<file path="src/logic/fplk_regs.vh">
// Purpose: constants of the front-panel led and key controller
// Assumes: 20 MHz ref_clk, AHB-Lite word registers
// Notes:   times in their own unit, cycle counts derived from them
`ifndef FPLK_REGS_VH
`define FPLK_REGS_VH
`define FPLK_CLK_KHZ      20000
`define FPLK_OFF_CTRL     8'h00
`define FPLK_OFF_STAT     8'h04
`define FPLK_OFF_PWD      8'h08
`define FPLK_OFF_ISTAT    8'h0C
`define FPLK_OFF_IMASK    8'h10
`define FPLK_CTRL_ALIVE   0
`define FPLK_CTRL_PWDREQ  1
`define FPLK_CTRL_DIGSEL  2
`define FPLK_CTRL_RST     4'h0
`define FPLK_PWD_RST      16'h0000
`define FPLK_IRQ_RST      8'h00
`define FPLK_STAT_NAV     0
`define FPLK_STAT_INFO    5
`define FPLK_STAT_MEAS    7
`define FPLK_STAT_POS     10
`define FPLK_STAT_LVL     14
`define FPLK_STAT_FLASH   17
`define FPLK_IRQ_KEY      0
`define FPLK_IRQ_HWF      5
`define FPLK_IRQ_PWDOK    6
`define FPLK_IRQ_COMMIT   7
`define FPLK_BLINK_MS     500
`define FPLK_FLASH_MS     2000
`define FPLK_DEB_MS       10
`define FPLK_BLINK_CYC    24'h989680
`define FPLK_FLASH_CYC    26'h2625A00
`define FPLK_DEB_CYC      18'h30D40
`define FPLK_MEAS_PAGES   3'h7
`define FPLK_MENU_ITEMS   4'hF
`define FPLK_MAX_LEVEL    3'h4
`endif

</file>
<file path="src/logic/fplk_front_panel.v">
// Purpose: status leds and push-button navigation of a trip unit panel
// Assumes: status inputs come from same-clock logic; keys and the
//          module sync line are pins and are synchronised here
// Notes:   registers over AHB-Lite, zero wait states, always OKAY
//
// How it works
// - the power led stays dark while the unit has no supply, save the battery flash.
// - powered from aux or service, power led steady or blinking per mode.
// - in alive mode with modules attached, blink phase follows modules.
// - warning led dark with no alarm, steady on prealarm or contact error.
// - alarm led steady after a trip, dark with no alarm.
// - alarm led blinks while timing to trip or a sensor is lost.
// - a hardware fault blinks warning and alarm leds together.
// - quick-info presses cycle alarm list, unit, breaker, last trip.
// - quick-info cycling works only from the measuring page.
// - unpowered with battery, quick-info briefly lights power led.
// - back key toggles measuring and main menu, goes up in submenus.
// - confirm opens main menu, enters submenus, accepts password, commits.
// - right/up scrolls, moves right or up, raises password digit by 1.
// - left/down scrolls, moves left or down, lowers password digit by 1.
//
// Design decisions made here: the register offsets and the AHB-Lite slave port.
`include "fplk_regs.vh"
`timescale 1ns/1ps
`default_nettype none
module fplk_front_panel #(
   parameter [23:0] BLINK_CYC = `FPLK_BLINK_CYC,
   parameter [25:0] FLASH_CYC = `FPLK_FLASH_CYC,
   parameter [17:0] DEB_CYC   = `FPLK_DEB_CYC
)(
   input  wire        ref_clk,
   input  wire        reset_n,
   input  wire        hsel,
   input  wire [31:0] haddr,
   input  wire [1:0]  htrans,
   input  wire        hwrite,
   input  wire [2:0]  hsize,
   input  wire [31:0] hwdata,
   input  wire        hready,
   output reg         hreadyout,
   output reg  [31:0] hrdata,
   output reg         hresp,
   input  wire        quickInfoKey,
   input  wire        backKey,
   input  wire        confirmKey,
   input  wire        upKey,
   input  wire        downKey,
   input  wire        modSyncPin,
   input  wire        modPresent,
   input  wire        auxPower,
   input  wire        servicePower,
   input  wire        batteryOk,
   input  wire        preAlarm,
   input  wire        contactErr,
   input  wire        tripped,
   input  wire        tripTiming,
   input  wire        sensorLost,
   input  wire        hwFault,
   input  wire        alarmsPresent,
   input  wire        tripRecord,
   output reg         ledPower,
   output reg         ledWarn,
   output reg         ledAlarm,
   output reg         showTrip,
   output reg  [4:0]  screen,
   output reg  [1:0]  infoPage,
   output reg         irq
);
   localparam [4:0] ST_MEAS = 5'h01;
   localparam [4:0] ST_INFO = 5'h02;
   localparam [4:0] ST_MAIN = 5'h04;
   localparam [4:0] ST_SUB  = 5'h08;
   localparam [4:0] ST_PWD  = 5'h10;
   localparam       K_QI = 0;
   localparam       K_BK = 1;
   localparam       K_OK = 2;
   localparam       K_UP = 3;
   localparam       K_DN = 4;

   wire [4:0]  keyPin;
   wire [4:0]  press;
   reg  [2:0]  syncS_q;
   reg  [23:0] blinkCnt_q;
   reg         blink_q;
   reg  [25:0] flashCnt_q;
   reg         flashTrip_q;
   reg  [4:0]  nav_q;
   reg  [4:0]  nav_d;
   reg  [1:0]  page_q;
   reg  [1:0]  page_d;
   reg  [2:0]  meas_q;
   reg  [2:0]  meas_d;
   reg  [3:0]  pos_q;
   reg  [3:0]  pos_d;
   reg  [2:0]  lvl_q;
   reg  [2:0]  lvl_d;
   reg  [15:0] pwd_q;
   reg  [15:0] pwd_d;
   reg         pwdOk;
   reg         commit;
   reg  [3:0]  ctrl_q;
   reg  [7:0]  istat_q;
   reg  [7:0]  imask_q;
   reg         hwfDly_q;
   reg         wrPend_q;
   reg  [7:0]  wrAddr_q;
   reg  [31:0] rdData;
   wire        powered;
   wire        flashOn;
   wire        alive;
   wire [1:0]  digSel;
   wire [3:0]  dig;
   wire        addrPh;
   wire [7:0]  events;
   wire [7:0]  w1c;

   assign keyPin  = {downKey, upKey, confirmKey, backKey, quickInfoKey};
   assign powered = auxPower | servicePower;
   assign flashOn = flashCnt_q != 26'h0000000;
   assign alive   = ctrl_q[`FPLK_CTRL_ALIVE];
   assign digSel  = ctrl_q[`FPLK_CTRL_DIGSEL +: 2];
   assign dig     = pwd_q[{digSel, 2'b00} +: 4];

   // per key: two-flop sync, then a stable-time debounce
   genvar k;
   generate
      for (k = 0; k < 5; k = k + 1)
      begin : g_key
         reg        keyS1_q;
         reg        keyS2_q;
         reg        keyClean_q;
         reg        keyDly_q;
         reg [17:0] debCnt_q;
         assign press[k] = keyClean_q & ~keyDly_q;
         always @(posedge ref_clk or negedge reset_n)
         begin
            if (!reset_n)
            begin
               keyS1_q    <= 1'b0;
               keyS2_q    <= 1'b0;
               keyClean_q <= 1'b0;
               keyDly_q   <= 1'b0;
               debCnt_q   <= 18'h00000;
            end
            else
            begin
               keyS1_q  <= keyPin[k];
               keyS2_q  <= keyS1_q;
               keyDly_q <= keyClean_q;
               if (keyS2_q == keyClean_q)
                  debCnt_q <= 18'h00000;
               else if (debCnt_q >= DEB_CYC - 18'h00001)
               begin
                  keyClean_q <= keyS2_q;
                  debCnt_q   <= 18'h00000;
               end
               else
                  debCnt_q <= debCnt_q + 18'h00001;
            end
         end
      end
   endgenerate

   // one blink timebase for every led, realigned to the module line
   always @(posedge ref_clk or negedge reset_n)
   begin
      if (!reset_n)
      begin
         syncS_q    <= 3'h0;
         blinkCnt_q <= 24'h000000;
         blink_q    <= 1'b0;
      end
      else
      begin
         syncS_q <= {syncS_q[1:0], modSyncPin};
         if (alive && modPresent && syncS_q[1] && !syncS_q[2])
         begin
            blinkCnt_q <= 24'h000000;
            blink_q    <= 1'b1;
         end
         else if (blinkCnt_q >= BLINK_CYC - 24'h000001)
         begin
            blinkCnt_q <= 24'h000000;
            blink_q    <= ~blink_q;
         end
         else
            blinkCnt_q <= blinkCnt_q + 24'h000001;
      end
   end

   // battery flash: the unit's own supply is absent; the menu still acts on keys
   always @(posedge ref_clk or negedge reset_n)
   begin
      if (!reset_n)
      begin
         flashCnt_q  <= 26'h0000000;
         flashTrip_q <= 1'b0;
      end
      else if (!powered && batteryOk && press[K_QI])
      begin
         flashCnt_q  <= FLASH_CYC;
         flashTrip_q <= tripped;
      end
      else if (flashOn)
         flashCnt_q <= flashCnt_q - 26'h0000001;
      else
         flashTrip_q <= 1'b0;
   end

   always @(posedge ref_clk or negedge reset_n)
   begin
      if (!reset_n)
      begin
         ledPower <= 1'b0;
         ledWarn  <= 1'b0;
         ledAlarm <= 1'b0;
         showTrip <= 1'b0;
      end
      else
      begin
         showTrip <= flashOn & flashTrip_q;
         if (!powered)
         begin
            ledPower <= flashOn;
            ledWarn  <= 1'b0;
            ledAlarm <= flashOn & flashTrip_q;
         end
         else
         begin
            ledPower <= alive ? blink_q : 1'b1;
            if (hwFault)
            begin
               ledWarn  <= blink_q;
               ledAlarm <= blink_q;
            end
            else
            begin
               ledWarn <= preAlarm | contactErr;
               if (tripped)
                  ledAlarm <= 1'b1;
               else
                  ledAlarm <= (tripTiming | sensorLost) & blink_q;
            end
         end
      end
   end

   // next quick-info page, skipping pages with nothing to show
   function [1:0] nextPage;
      input [1:0] p;
      input       al;
      input       tr;
      begin
         nextPage = p + 2'd1;
         if (nextPage == 2'd3 && !tr)
            nextPage = 2'd0;
         if (nextPage == 2'd0 && !al)
            nextPage = 2'd1;
      end
   endfunction

   always @*
   begin
      nav_d  = nav_q;
      page_d = page_q;
      meas_d = meas_q;
      pos_d  = pos_q;
      lvl_d  = lvl_q;
      pwd_d  = pwd_q;
      pwdOk  = 1'b0;
      commit = 1'b0;
      case (nav_q)
         ST_MEAS:
         begin
            if (press[K_QI])
            begin
               nav_d  = ST_INFO;
               page_d = alarmsPresent ? 2'd0 : 2'd1;
            end
            else if (press[K_BK] || press[K_OK])
            begin
               nav_d = ST_MAIN;
               pos_d = 4'h0;
            end
            else if (press[K_UP])
               meas_d = (meas_q == `FPLK_MEAS_PAGES) ? 3'h0
                                                     : meas_q + 3'h1;
            else if (press[K_DN])
               meas_d = (meas_q == 3'h0) ? `FPLK_MEAS_PAGES
                                         : meas_q - 3'h1;
         end
         ST_INFO:
         begin
            if (press[K_QI])
               page_d = nextPage(page_q, alarmsPresent, tripRecord);
            else if (press[K_BK])
               nav_d = ST_MEAS;
         end
         ST_MAIN:
         begin
            if (press[K_BK])
               nav_d = ST_MEAS;
            else if (press[K_OK])
            begin
               nav_d = ST_SUB;
               lvl_d = 3'h1;
            end
            else if (press[K_UP])
               pos_d = pos_q + 4'h1;
            else if (press[K_DN])
               pos_d = pos_q - 4'h1;
         end
         ST_SUB:
         begin
            if (press[K_BK])
            begin
               if (lvl_q == 3'h1)
                  nav_d = ST_MAIN;
               else
                  lvl_d = lvl_q - 3'h1;
            end
            else if (press[K_OK])
            begin
               if (ctrl_q[`FPLK_CTRL_PWDREQ])
                  nav_d = ST_PWD;
               else if (lvl_q == `FPLK_MAX_LEVEL)
                  commit = 1'b1;
               else
                  lvl_d = lvl_q + 3'h1;
            end
            else if (press[K_UP])
               pos_d = pos_q - 4'h1;
            else if (press[K_DN])
               pos_d = pos_q + 4'h1;
         end
         ST_PWD:
         begin
            if (press[K_OK])
            begin
               pwdOk = 1'b1;
               nav_d = ST_SUB;
            end
            else if (press[K_BK])
               nav_d = ST_SUB;
            else if (press[K_UP])
               pwd_d[{digSel, 2'b00} +: 4] =
                  (dig >= 4'h9) ? 4'h0 : dig + 4'h1;
            else if (press[K_DN])
               pwd_d[{digSel, 2'b00} +: 4] =
                  (dig == 4'h0 || dig > 4'h9) ? 4'h9
                                              : dig - 4'h1;
         end
         default:
            nav_d = ST_MEAS;
      endcase
   end

   assign addrPh = hsel & htrans[1] & hready;
   assign events = {commit, pwdOk, hwFault & ~hwfDly_q, press};
   assign w1c    = (wrPend_q && wrAddr_q == `FPLK_OFF_ISTAT)
                   ? hwdata[7:0] : 8'h00;

   always @*
   begin
      rdData = 32'h00000000;
      if (haddr[7:0] == `FPLK_OFF_CTRL)
         rdData[3:0] = ctrl_q;
      else if (haddr[7:0] == `FPLK_OFF_STAT)
      begin
         rdData[`FPLK_STAT_NAV +: 5]  = nav_q;
         rdData[`FPLK_STAT_INFO +: 2] = page_q;
         rdData[`FPLK_STAT_MEAS +: 3] = meas_q;
         rdData[`FPLK_STAT_POS +: 4]  = pos_q;
         rdData[`FPLK_STAT_LVL +: 3]  = lvl_q;
         rdData[`FPLK_STAT_FLASH]     = flashOn;
      end
      else if (haddr[7:0] == `FPLK_OFF_PWD)
         rdData[15:0] = pwd_q;
      else if (haddr[7:0] == `FPLK_OFF_ISTAT)
         rdData[7:0] = istat_q;
      else if (haddr[7:0] == `FPLK_OFF_IMASK)
         rdData[7:0] = imask_q;
   end

   // a software write to the password wins over a key in the same cycle
   always @(posedge ref_clk or negedge reset_n)
   begin
      if (!reset_n)
      begin
         nav_q     <= ST_MEAS;
         page_q    <= 2'd0;
         meas_q    <= 3'h0;
         pos_q     <= 4'h0;
         lvl_q     <= 3'h0;
         pwd_q     <= `FPLK_PWD_RST;
         ctrl_q    <= `FPLK_CTRL_RST;
         istat_q   <= `FPLK_IRQ_RST;
         imask_q   <= `FPLK_IRQ_RST;
         hwfDly_q  <= 1'b0;
         wrPend_q  <= 1'b0;
         wrAddr_q  <= 8'h00;
         hrdata    <= 32'h00000000;
         hreadyout <= 1'b0;
         hresp     <= 1'b0;
         irq       <= 1'b0;
         screen    <= ST_MEAS;
         infoPage  <= 2'd0;
      end
      else
      begin
         hreadyout <= 1'b1;
         hresp     <= 1'b0;
         nav_q     <= nav_d;
         page_q    <= page_d;
         meas_q    <= meas_d;
         pos_q     <= pos_d;
         lvl_q     <= lvl_d;
         screen    <= nav_d;
         infoPage  <= page_d;
         hwfDly_q  <= hwFault;
         wrPend_q  <= addrPh & hwrite;
         if (addrPh)
            wrAddr_q <= haddr[7:0];
         if (addrPh && !hwrite)
            hrdata <= rdData;
         pwd_q <= pwd_d;
         if (wrPend_q)
         begin
            if (wrAddr_q == `FPLK_OFF_CTRL)
               ctrl_q <= hwdata[3:0];
            else if (wrAddr_q == `FPLK_OFF_PWD)
               pwd_q <= hwdata[15:0];
            else if (wrAddr_q == `FPLK_OFF_IMASK)
               imask_q <= hwdata[7:0];
         end
         // a new event beats a clear in the same cycle
         istat_q <= (istat_q & ~w1c) | events;
         irq     <= |(((istat_q & ~w1c) | events) & imask_q);
      end
   end
endmodule // fplk_front_panel
`default_nettype wire

</file>
<file path="config.mk">
export PLATFORM = sky130hd
export DESIGN_NAME = fplk_front_panel
export DESIGN_NICKNAME = d
export VERILOG_FILES = /design/src/logic/fplk_front_panel.v
export VERILOG_INCLUDE_DIRS = /design/src /design/src/logic
export SDC_FILE = /design/constraint.sdc
export NUM_CORES = 1
export LEC_CHECK = 0
export BUFFER_PORTS_ARGS = -buffer_cell sky130_fd_sc_hd__buf_2
export CORE_MARGIN = 5
export CORE_UTILIZATION = 40
export DETAILED_ROUTE_END_ITERATION = 8
export PLACE_DENSITY = 0.64
export SYNTH_ARGS = -nofsm -noshare
export SYNTH_HDL_FRONTEND = slang
export SYNTH_SLANG_ARGS = --single-unit
</file>
<file path="constraint.sdc">
create_clock -name ref_clk -period 7.2 [get_ports ref_clk]
set_input_delay 0.36 -clock ref_clk [delete_from_list [all_inputs] [get_ports ref_clk]]
set_output_delay 0.36 -clock ref_clk [all_outputs]
set_load 0.01 [all_outputs]
</file>
==> impl_metrics.yaml, run 1 <==
outcome:
  outcome: "completed"
synthesis:
  syn_area_um2: 13300
  synth_edf_count: 0
  ys_types: 72
  yosys_warnings: 0
  yosysMostFrequentCell: "dfrtp_1"
  ys_ff_latch: 252
  avgSynthCellArea_um2: 9.67
  synth_top_area_share_pct: 47.4
  synth_flop_cell: "dfrtp_1"
  async_reset_ff_share_pct: 100
  yosys-top-cells-count: "dfrtp_1 (251), nor2_1 (157), nand2_1 (95)"
  netlist_instances: 1372
  ys_seq_area_share_pct: 47.6
  synth_largest_area_cell: "dfrtp_1"
  synth_area_leaders: "dfrtp_1 (47%), nor2_1 (4.4%), xor2_1 (3.8%), o21ai_0 (3.5%), xnor2_1 (3.0%)"
worst_setup_path:
  cp_cell_sequence: "mux4_2 > inv_1 > ha_1 > inv_1 > o21ba_2 > o31ai_1 > a221oi_1 > o31ai_1"
  critPathArrivalTime_ns: 3.57
  r2r_slack_ns: 4.07
  cp_slowest_stage_delay_ns: 0.70
  path_class: "flip-flop to flip-flop"
  crit_family: "compound AO/OA/AOI/OAI gates"
  critPathRequiredTime_ns: 7.63
  path_buf_inv: 2
  end_kind: "flip-flop"
  path_max_fanout: 12
  slowest_stage: "mux4_2"
  startpoint_type: "flip-flop"
route:
  drc: 0
  vias: 10600
  avgViaCountPerCell: 5.54
  drtIter0Drc: 850
  wire_per_inst_um: 16.5
  antenna_left: 0
  drt_pass1_iterations: 5
  wl_um: 31500
run:
  drv.max_cap_violation_count: 0
grt:
  met3_usage_pct: 3.13
  grt_max_degree: 130
  grt_use_total_pct: 16.8
  met1_usage_pct: 25.1
  grt_pass1_vias: 9895
  antenna_found_initial: 0
  use_met2_pct: 25.6
  grt-busiest-layer: "met2"
  grt_overflow: 0
  grt_pass1_wl_um: 51700
layout:
  fill_cells: 3093
  drive_gt1_share_pct: 13.7
  diodes: 0
  nets: 1569
  area_growth_pct: 13.9
clocking:
  ctsHtreeMaxLevel: 1
  cts_resized: 0
  postCtsSetupBuffers: 0
  cts-root-buf: "clkbuf_16"
  cts_tree: "yes"
  clock_latency_ns: 0.54
  clk_path_buf_depth: 3
  clk_pin_slew_ns: 0.06
  cts.sinks: 252
  cts_buffers: 28
sta:
  period_needed_ns: 3.13
  setup_tns_ns: 0
  finalClockSkew_ns: 0.0118
  rsz0062_at_grt: "false"
  period_share_pct: 43.5
  setup_viol: 0
  drv_slew: 0
  relSlewSlack_pct: 17.0
  fmax_ghz: 0.319
  final.setup.worst_slack_ns: 4.07
  worst_slew_pin_slew_ns: 1.24
  hold_viol: 0
place:
  place.gp.congestion: 0.925
  portBuffers: 78
  hpwl_um: 22200
  place_ws_ns: 4.16
floorplan:
  die-area_um2: 36900
  die_h_um: 192
  coreArea_um2: 32600
  dieWidth_um: 192
  initial_core_util_pct: 40.7
  ios: 138
  row_count: 66
power_and_ir_drop:
  cellLeakagePower_nw: 6.46
  power.density_nw_per_um2: 224
  vdd_drop_max_mv: 0.155
worst_hold_path:
  hold_class: "input port to flip-flop"
## power breakdown
group	switching (mW)	leakage, nW	internal [mW]
registers	0.0861	3.20	1.48
logic	0.197	2.79	0.138
clock network	0.585	0.474	0.903
total	0.868	6.46	2.52
## area by class of cell
| type | count | area, um2 | share of cell area, % |
|---|---|---|---|
| clock inverters | 14 | 163 | 1.08 |
| clock buffers | 37 | 816 | 5.40 |
| multi-input cells | 1022 | 6520 | 43.2 |
| inverters | 48 | 180 | 1.19 |
| well taps | 442 | 553 | 3.66 |
| repair buffers | 98 | 568 | 3.76 |
| flip-flops and latches | 252 | 6310 | 41.7 |
## cells in the final DEF (no fill, tap or decap), types with 13 or more instances in the layout
| cell | count |
|---|---|
| mux2i_1 | 16 |
| xor2_1 | 57 |
| and3_1 | 20 |
| mux2_2 | 25 |
| or3_1 | 26 |
| nor2b_1 | 13 |
| nor4_1 | 13 |
| ha_1 | 27 |
| conb_1 | 16 |
| nand3_1 | 63 |
| buf_2 | 77 |
| a22oi_1 | 29 |
| dfrtp_1 | 251 |
| a21oi_1 | 42 |
| nand4_1 | 25 |
| inv_1 | 48 |
| a221oi_1 | 15 |
| nand2_1 | 95 |
| nand2b_1 | 17 |
| a211oi_1 | 14 |
| clkbuf_16 | 29 |
| nor3_1 | 38 |
| xnor2_1 | 46 |
| nor2_1 | 157 |
| a22o_1 | 13 |
| o21ai_0 | 92 |
| or4_1 | 16 |
## state kept, by name, indices dropped and copies added (netlist names), 2 cells and up
signal            count
g_key.keyS1_q         5
istat_q               8
syncS_q               3
flashCnt_q           26
g_key.keyS2_q         5
pos_q                 4
ctrl_q                4
g_key.keyClean_q      5
imask_q               8
wrAddr_q              8
g_key.keyDly_q        5
hrdata               18
meas_q                3
blinkCnt_q           24
lvl_q                 3
nav_q                 5
page_q                2
g_key.debCnt_q       90
pwd_q                16
## worst paths after layout
check | start | end | cells after the start
setup / recovery | ctrl_q[3] | pwd_q[8] | 8
hold / removal | tripped | flashTrip_q | 3
setup reg to reg | ctrl_q[3] | pwd_q[8] | 8
hold reg to reg | g_key[0].keyS1_q | g_key[0].keyS2_q | 0
max in group asynchronous | reset_n | pwd_q[4] | 3
min in group asynchronous | reset_n | g_key[1].debCnt_q[1] | 2
## kinds of logic after synthesis
kind of cell / Yosys count / synth area share [%]
other: 2 / 0.0566
AND/OR/NAND/NOR: 547 / 21.3
AO/OA/AOI/OAI: 284 / 14.0
multiplexers: 45 / 4.01
buffers and inverters: 112 / 3.79
adder cells (fa/ha/maj): 27 / 2.55
flip-flops: 252 / 47.6
XOR/XNOR: 103 / 6.80
## worst min-delay path, delay by kind of cell
kind | cells | cell delay, ns
AND/OR/NAND/NOR | 1 | 0.04
buffers and inverters | 1 | 0.09
AO/OA/AOI/OAI | 1 | 0.06
## timing repair
action / CTS / global route
hold buffers: 8 / 0
endpoints found under the setup margin: 0 / 0
hold endpoints to repair: 79 / 0
## layer usage
| layer | part of all wire (%) | wire length [um] | up-vias |
|---|---|---|---|
| met1 | 47 | 14700 | 5126 |
| met4 | 2.0 | 628 | 0 |
| met3 | 7.2 | 2280 | 54 |
| met5 | 0 | 0 | - |
| li1 | - | - | 5084 |
| met2 | 44 | 13900 | 325 |
## stage by stage
stage,hold slack (ns),power [mW],cell area [um2],std cells,util [%]
after floorplan,0.0644,1.79,13300,1386,-
after global placement,0.335,1.91,14000,1853,43.1
after detailed placement,0.335,1.92,14000,1853,43.1
after CTS,0.0328,3.43,15100,1912,46.3
after global routing,0.0675,3.53,15100,1913,46.3
final,0.0496,3.39,15100,1913,46.3
(Power assumes the default switching activity.)
==> run 2, diff against run 1 <==
--- a/config.mk
+++ b/config.mk
@@ -10,7 +10,7 @@
 export CORE_MARGIN = 5
 export CORE_UTILIZATION = 40
 export DETAILED_ROUTE_END_ITERATION = 8
-export PLACE_DENSITY = 0.64
+export PLACE_DENSITY = 0.66
 export SYNTH_ARGS = -nofsm -noshare
 export SYNTH_HDL_FRONTEND = slang
 export SYNTH_SLANG_ARGS = --single-unit
==> constraint.sdc (replaced) <==
create_clock -name ref_clk -period 2.8 [get_ports ref_clk]
set_input_delay 0.14 -clock ref_clk [delete_from_list [all_inputs] [get_ports ref_clk]]
set_output_delay 0.14 -clock ref_clk [all_outputs]
set_load 0.01 [all_outputs]
==> impl_metrics.yaml, run 2 (same netlist as run 1, synthesis figures left out) <==
outcome:
  outcome: "completed"
layout:
  top_regs: "g_key.debCnt_q x90, flashCnt_q x26, blinkCnt_q x24"
  drive_gt1_share_pct: 14.6
  max_flop_register: "g_key.debCnt_q"
  nets: 1629
  diodes: 0
  final_util_pct: 47.8
  layout_common_cells: "dfrtp_1 (251), nor2_1 (157), nand2_1 (95)"
  largest_register_ffs: 90
  area_growth_pct: 17.5
  final_common_cell: "dfrtp_1"
run:
  drv.max_cap_violation_count: 0
route:
  drtIter0Drc: 661
  vias: 10800
  antenna_left: 0
  drt_pass1_iterations: 5
  drc: 0
  wire_per_inst_um: 16.5
  wl_um: 32400
  avgViaCountPerCell: 5.47
grt:
  antenna_found_initial: 2
  grt_overflow: 0
  grt_pass1_wl_um: 54100
  grt_use_total_pct: 17.5
  grt_max_degree: 65
  grt_pass1_vias: 10600
worst_setup_path:
  end_kind: "flip-flop"
  startpoint_type: "flip-flop"
  critPathRequiredTime_ns: 3.22
  critPathArrivalTime_ns: 3.05
  path_class: "flip-flop to flip-flop"
  path_max_fanout: 4
floorplan:
  dieWidth_um: 192
  row_count: 66
  initial_core_util_pct: 40.7
  die_h_um: 192
  ios: 138
  coreArea_um2: 32600
  die-area_um2: 36900
sta:
  worst_slew_pin_slew_ns: 1.25
  setup_viol: 0
  fmax_ghz: 0.380
  period_share_pct: 94.0
  drv_slew: 0
  rsz0062_at_grt: "false"
  final.setup.worst_slack_ns: 0.168
  hold_viol: 0
  setup_tns_ns: 0
  period_needed_ns: 2.63
  relSlewSlack_pct: 16.4
  finalClockSkew_ns: 0.00963
clocking:
  clk_pin_slew_ns: 0.06
  cts_tree: "yes"
  cts.sinks: 252
  clock_latency_ns: 0.54
  cts-root-buf: "clkbuf_16"
  cts_buffers: 29
  ctsHtreeMaxLevel: 1
  clk_path_buf_depth: 3
place:
  place_ws_ns: 0.210
  hpwl_um: 23000
  portBuffers: 78
  place.gp.congestion: 0.912
power_and_ir_drop:
  cellLeakagePower_nw: 6.71
  power.density_nw_per_um2: 550
  vdd_drop_max_mv: 0.453
worst_hold_path:
  hold_class: "input port to flip-flop"
[run 2: final timing paths]
check	from	end	slack (ns)	cells past startpoint
min in group asynchronous	reset_n	hreadyout	0.15	2
setup reg to reg	ctrl_q[3]	pwd_q[4]	0.17	9
hold reg to reg	g_key[1].keyS1_q	g_key[1].keyS2_q	0.35	0
hold / removal	haddr[2]	wrAddr_q[2]	0.04	2
setup / recovery	ctrl_q[3]	pwd_q[4]	0.17	9
max in group asynchronous	reset_n	blinkCnt_q[0]	1.83	3
[run 2: per-layer routing]
layer	wire [um]	vias up	track usage, %
li1	-	5192	-
met1	14600	5218	24.6
met2	15200	284	28.8
met3	2050	55	2.80
met4	578	4	3.65
met5	23	-	0
[run 2: repair_timing]
item                       in CTS  in global routing
hold buffers                   39                  0
hold endpoints to repair      110                  0
buffers inserted                0                  0
setup endpoints to repair       0                  1
gates resized for setup         0                  1
[run 2: where the power goes]
part | switching [mW] | internal (mW)
Clock | 1.44 | 2.16
Sequential | 0.211 | 3.81
Combinational | 0.529 | 0.431
Total | 2.18 | 6.40
[run 2: metrics by stage]
stage               cells  hold slack (ns)  cell area [um2]  total power, mW
finish               1967           0.0383            15600             8.58
global route         1967           0.0357            15600             8.95
CTS                  1967          0.00655            15600             8.67
detailed placement   1882            0.140            14300             4.99
global placement     1882            0.133            14300             4.96
floorplan            1386           -0.156            13300             4.61
[run 2: critical path: stages (launching register included)]
cell and delay [ns]:
dfrtp_1 0.42, mux4_2 0.59, inv_1 0.15, ha_1 0.21
nor2_1 0.08, a211oi_1 0.28, o31ai_1 0.21, buf_4 0.18
a221oi_1 0.26, o21ai_0 0.12
[run 2: layout make-up]
| type | instances | area, um2 |
|---|---|---|
| Fill cell | 3037 | 17000 |
| Multi-Input combinational cell | 1022 | 6530 |
| Sequential cell | 252 | 6310 |
| Timing Repair Buffer | 157 | 1120 |
| Clock buffer | 39 | 803 |
| Tap cell | 442 | 553 |
| Inverter | 48 | 180 |
| Clock inverter | 7 | 88.8 |
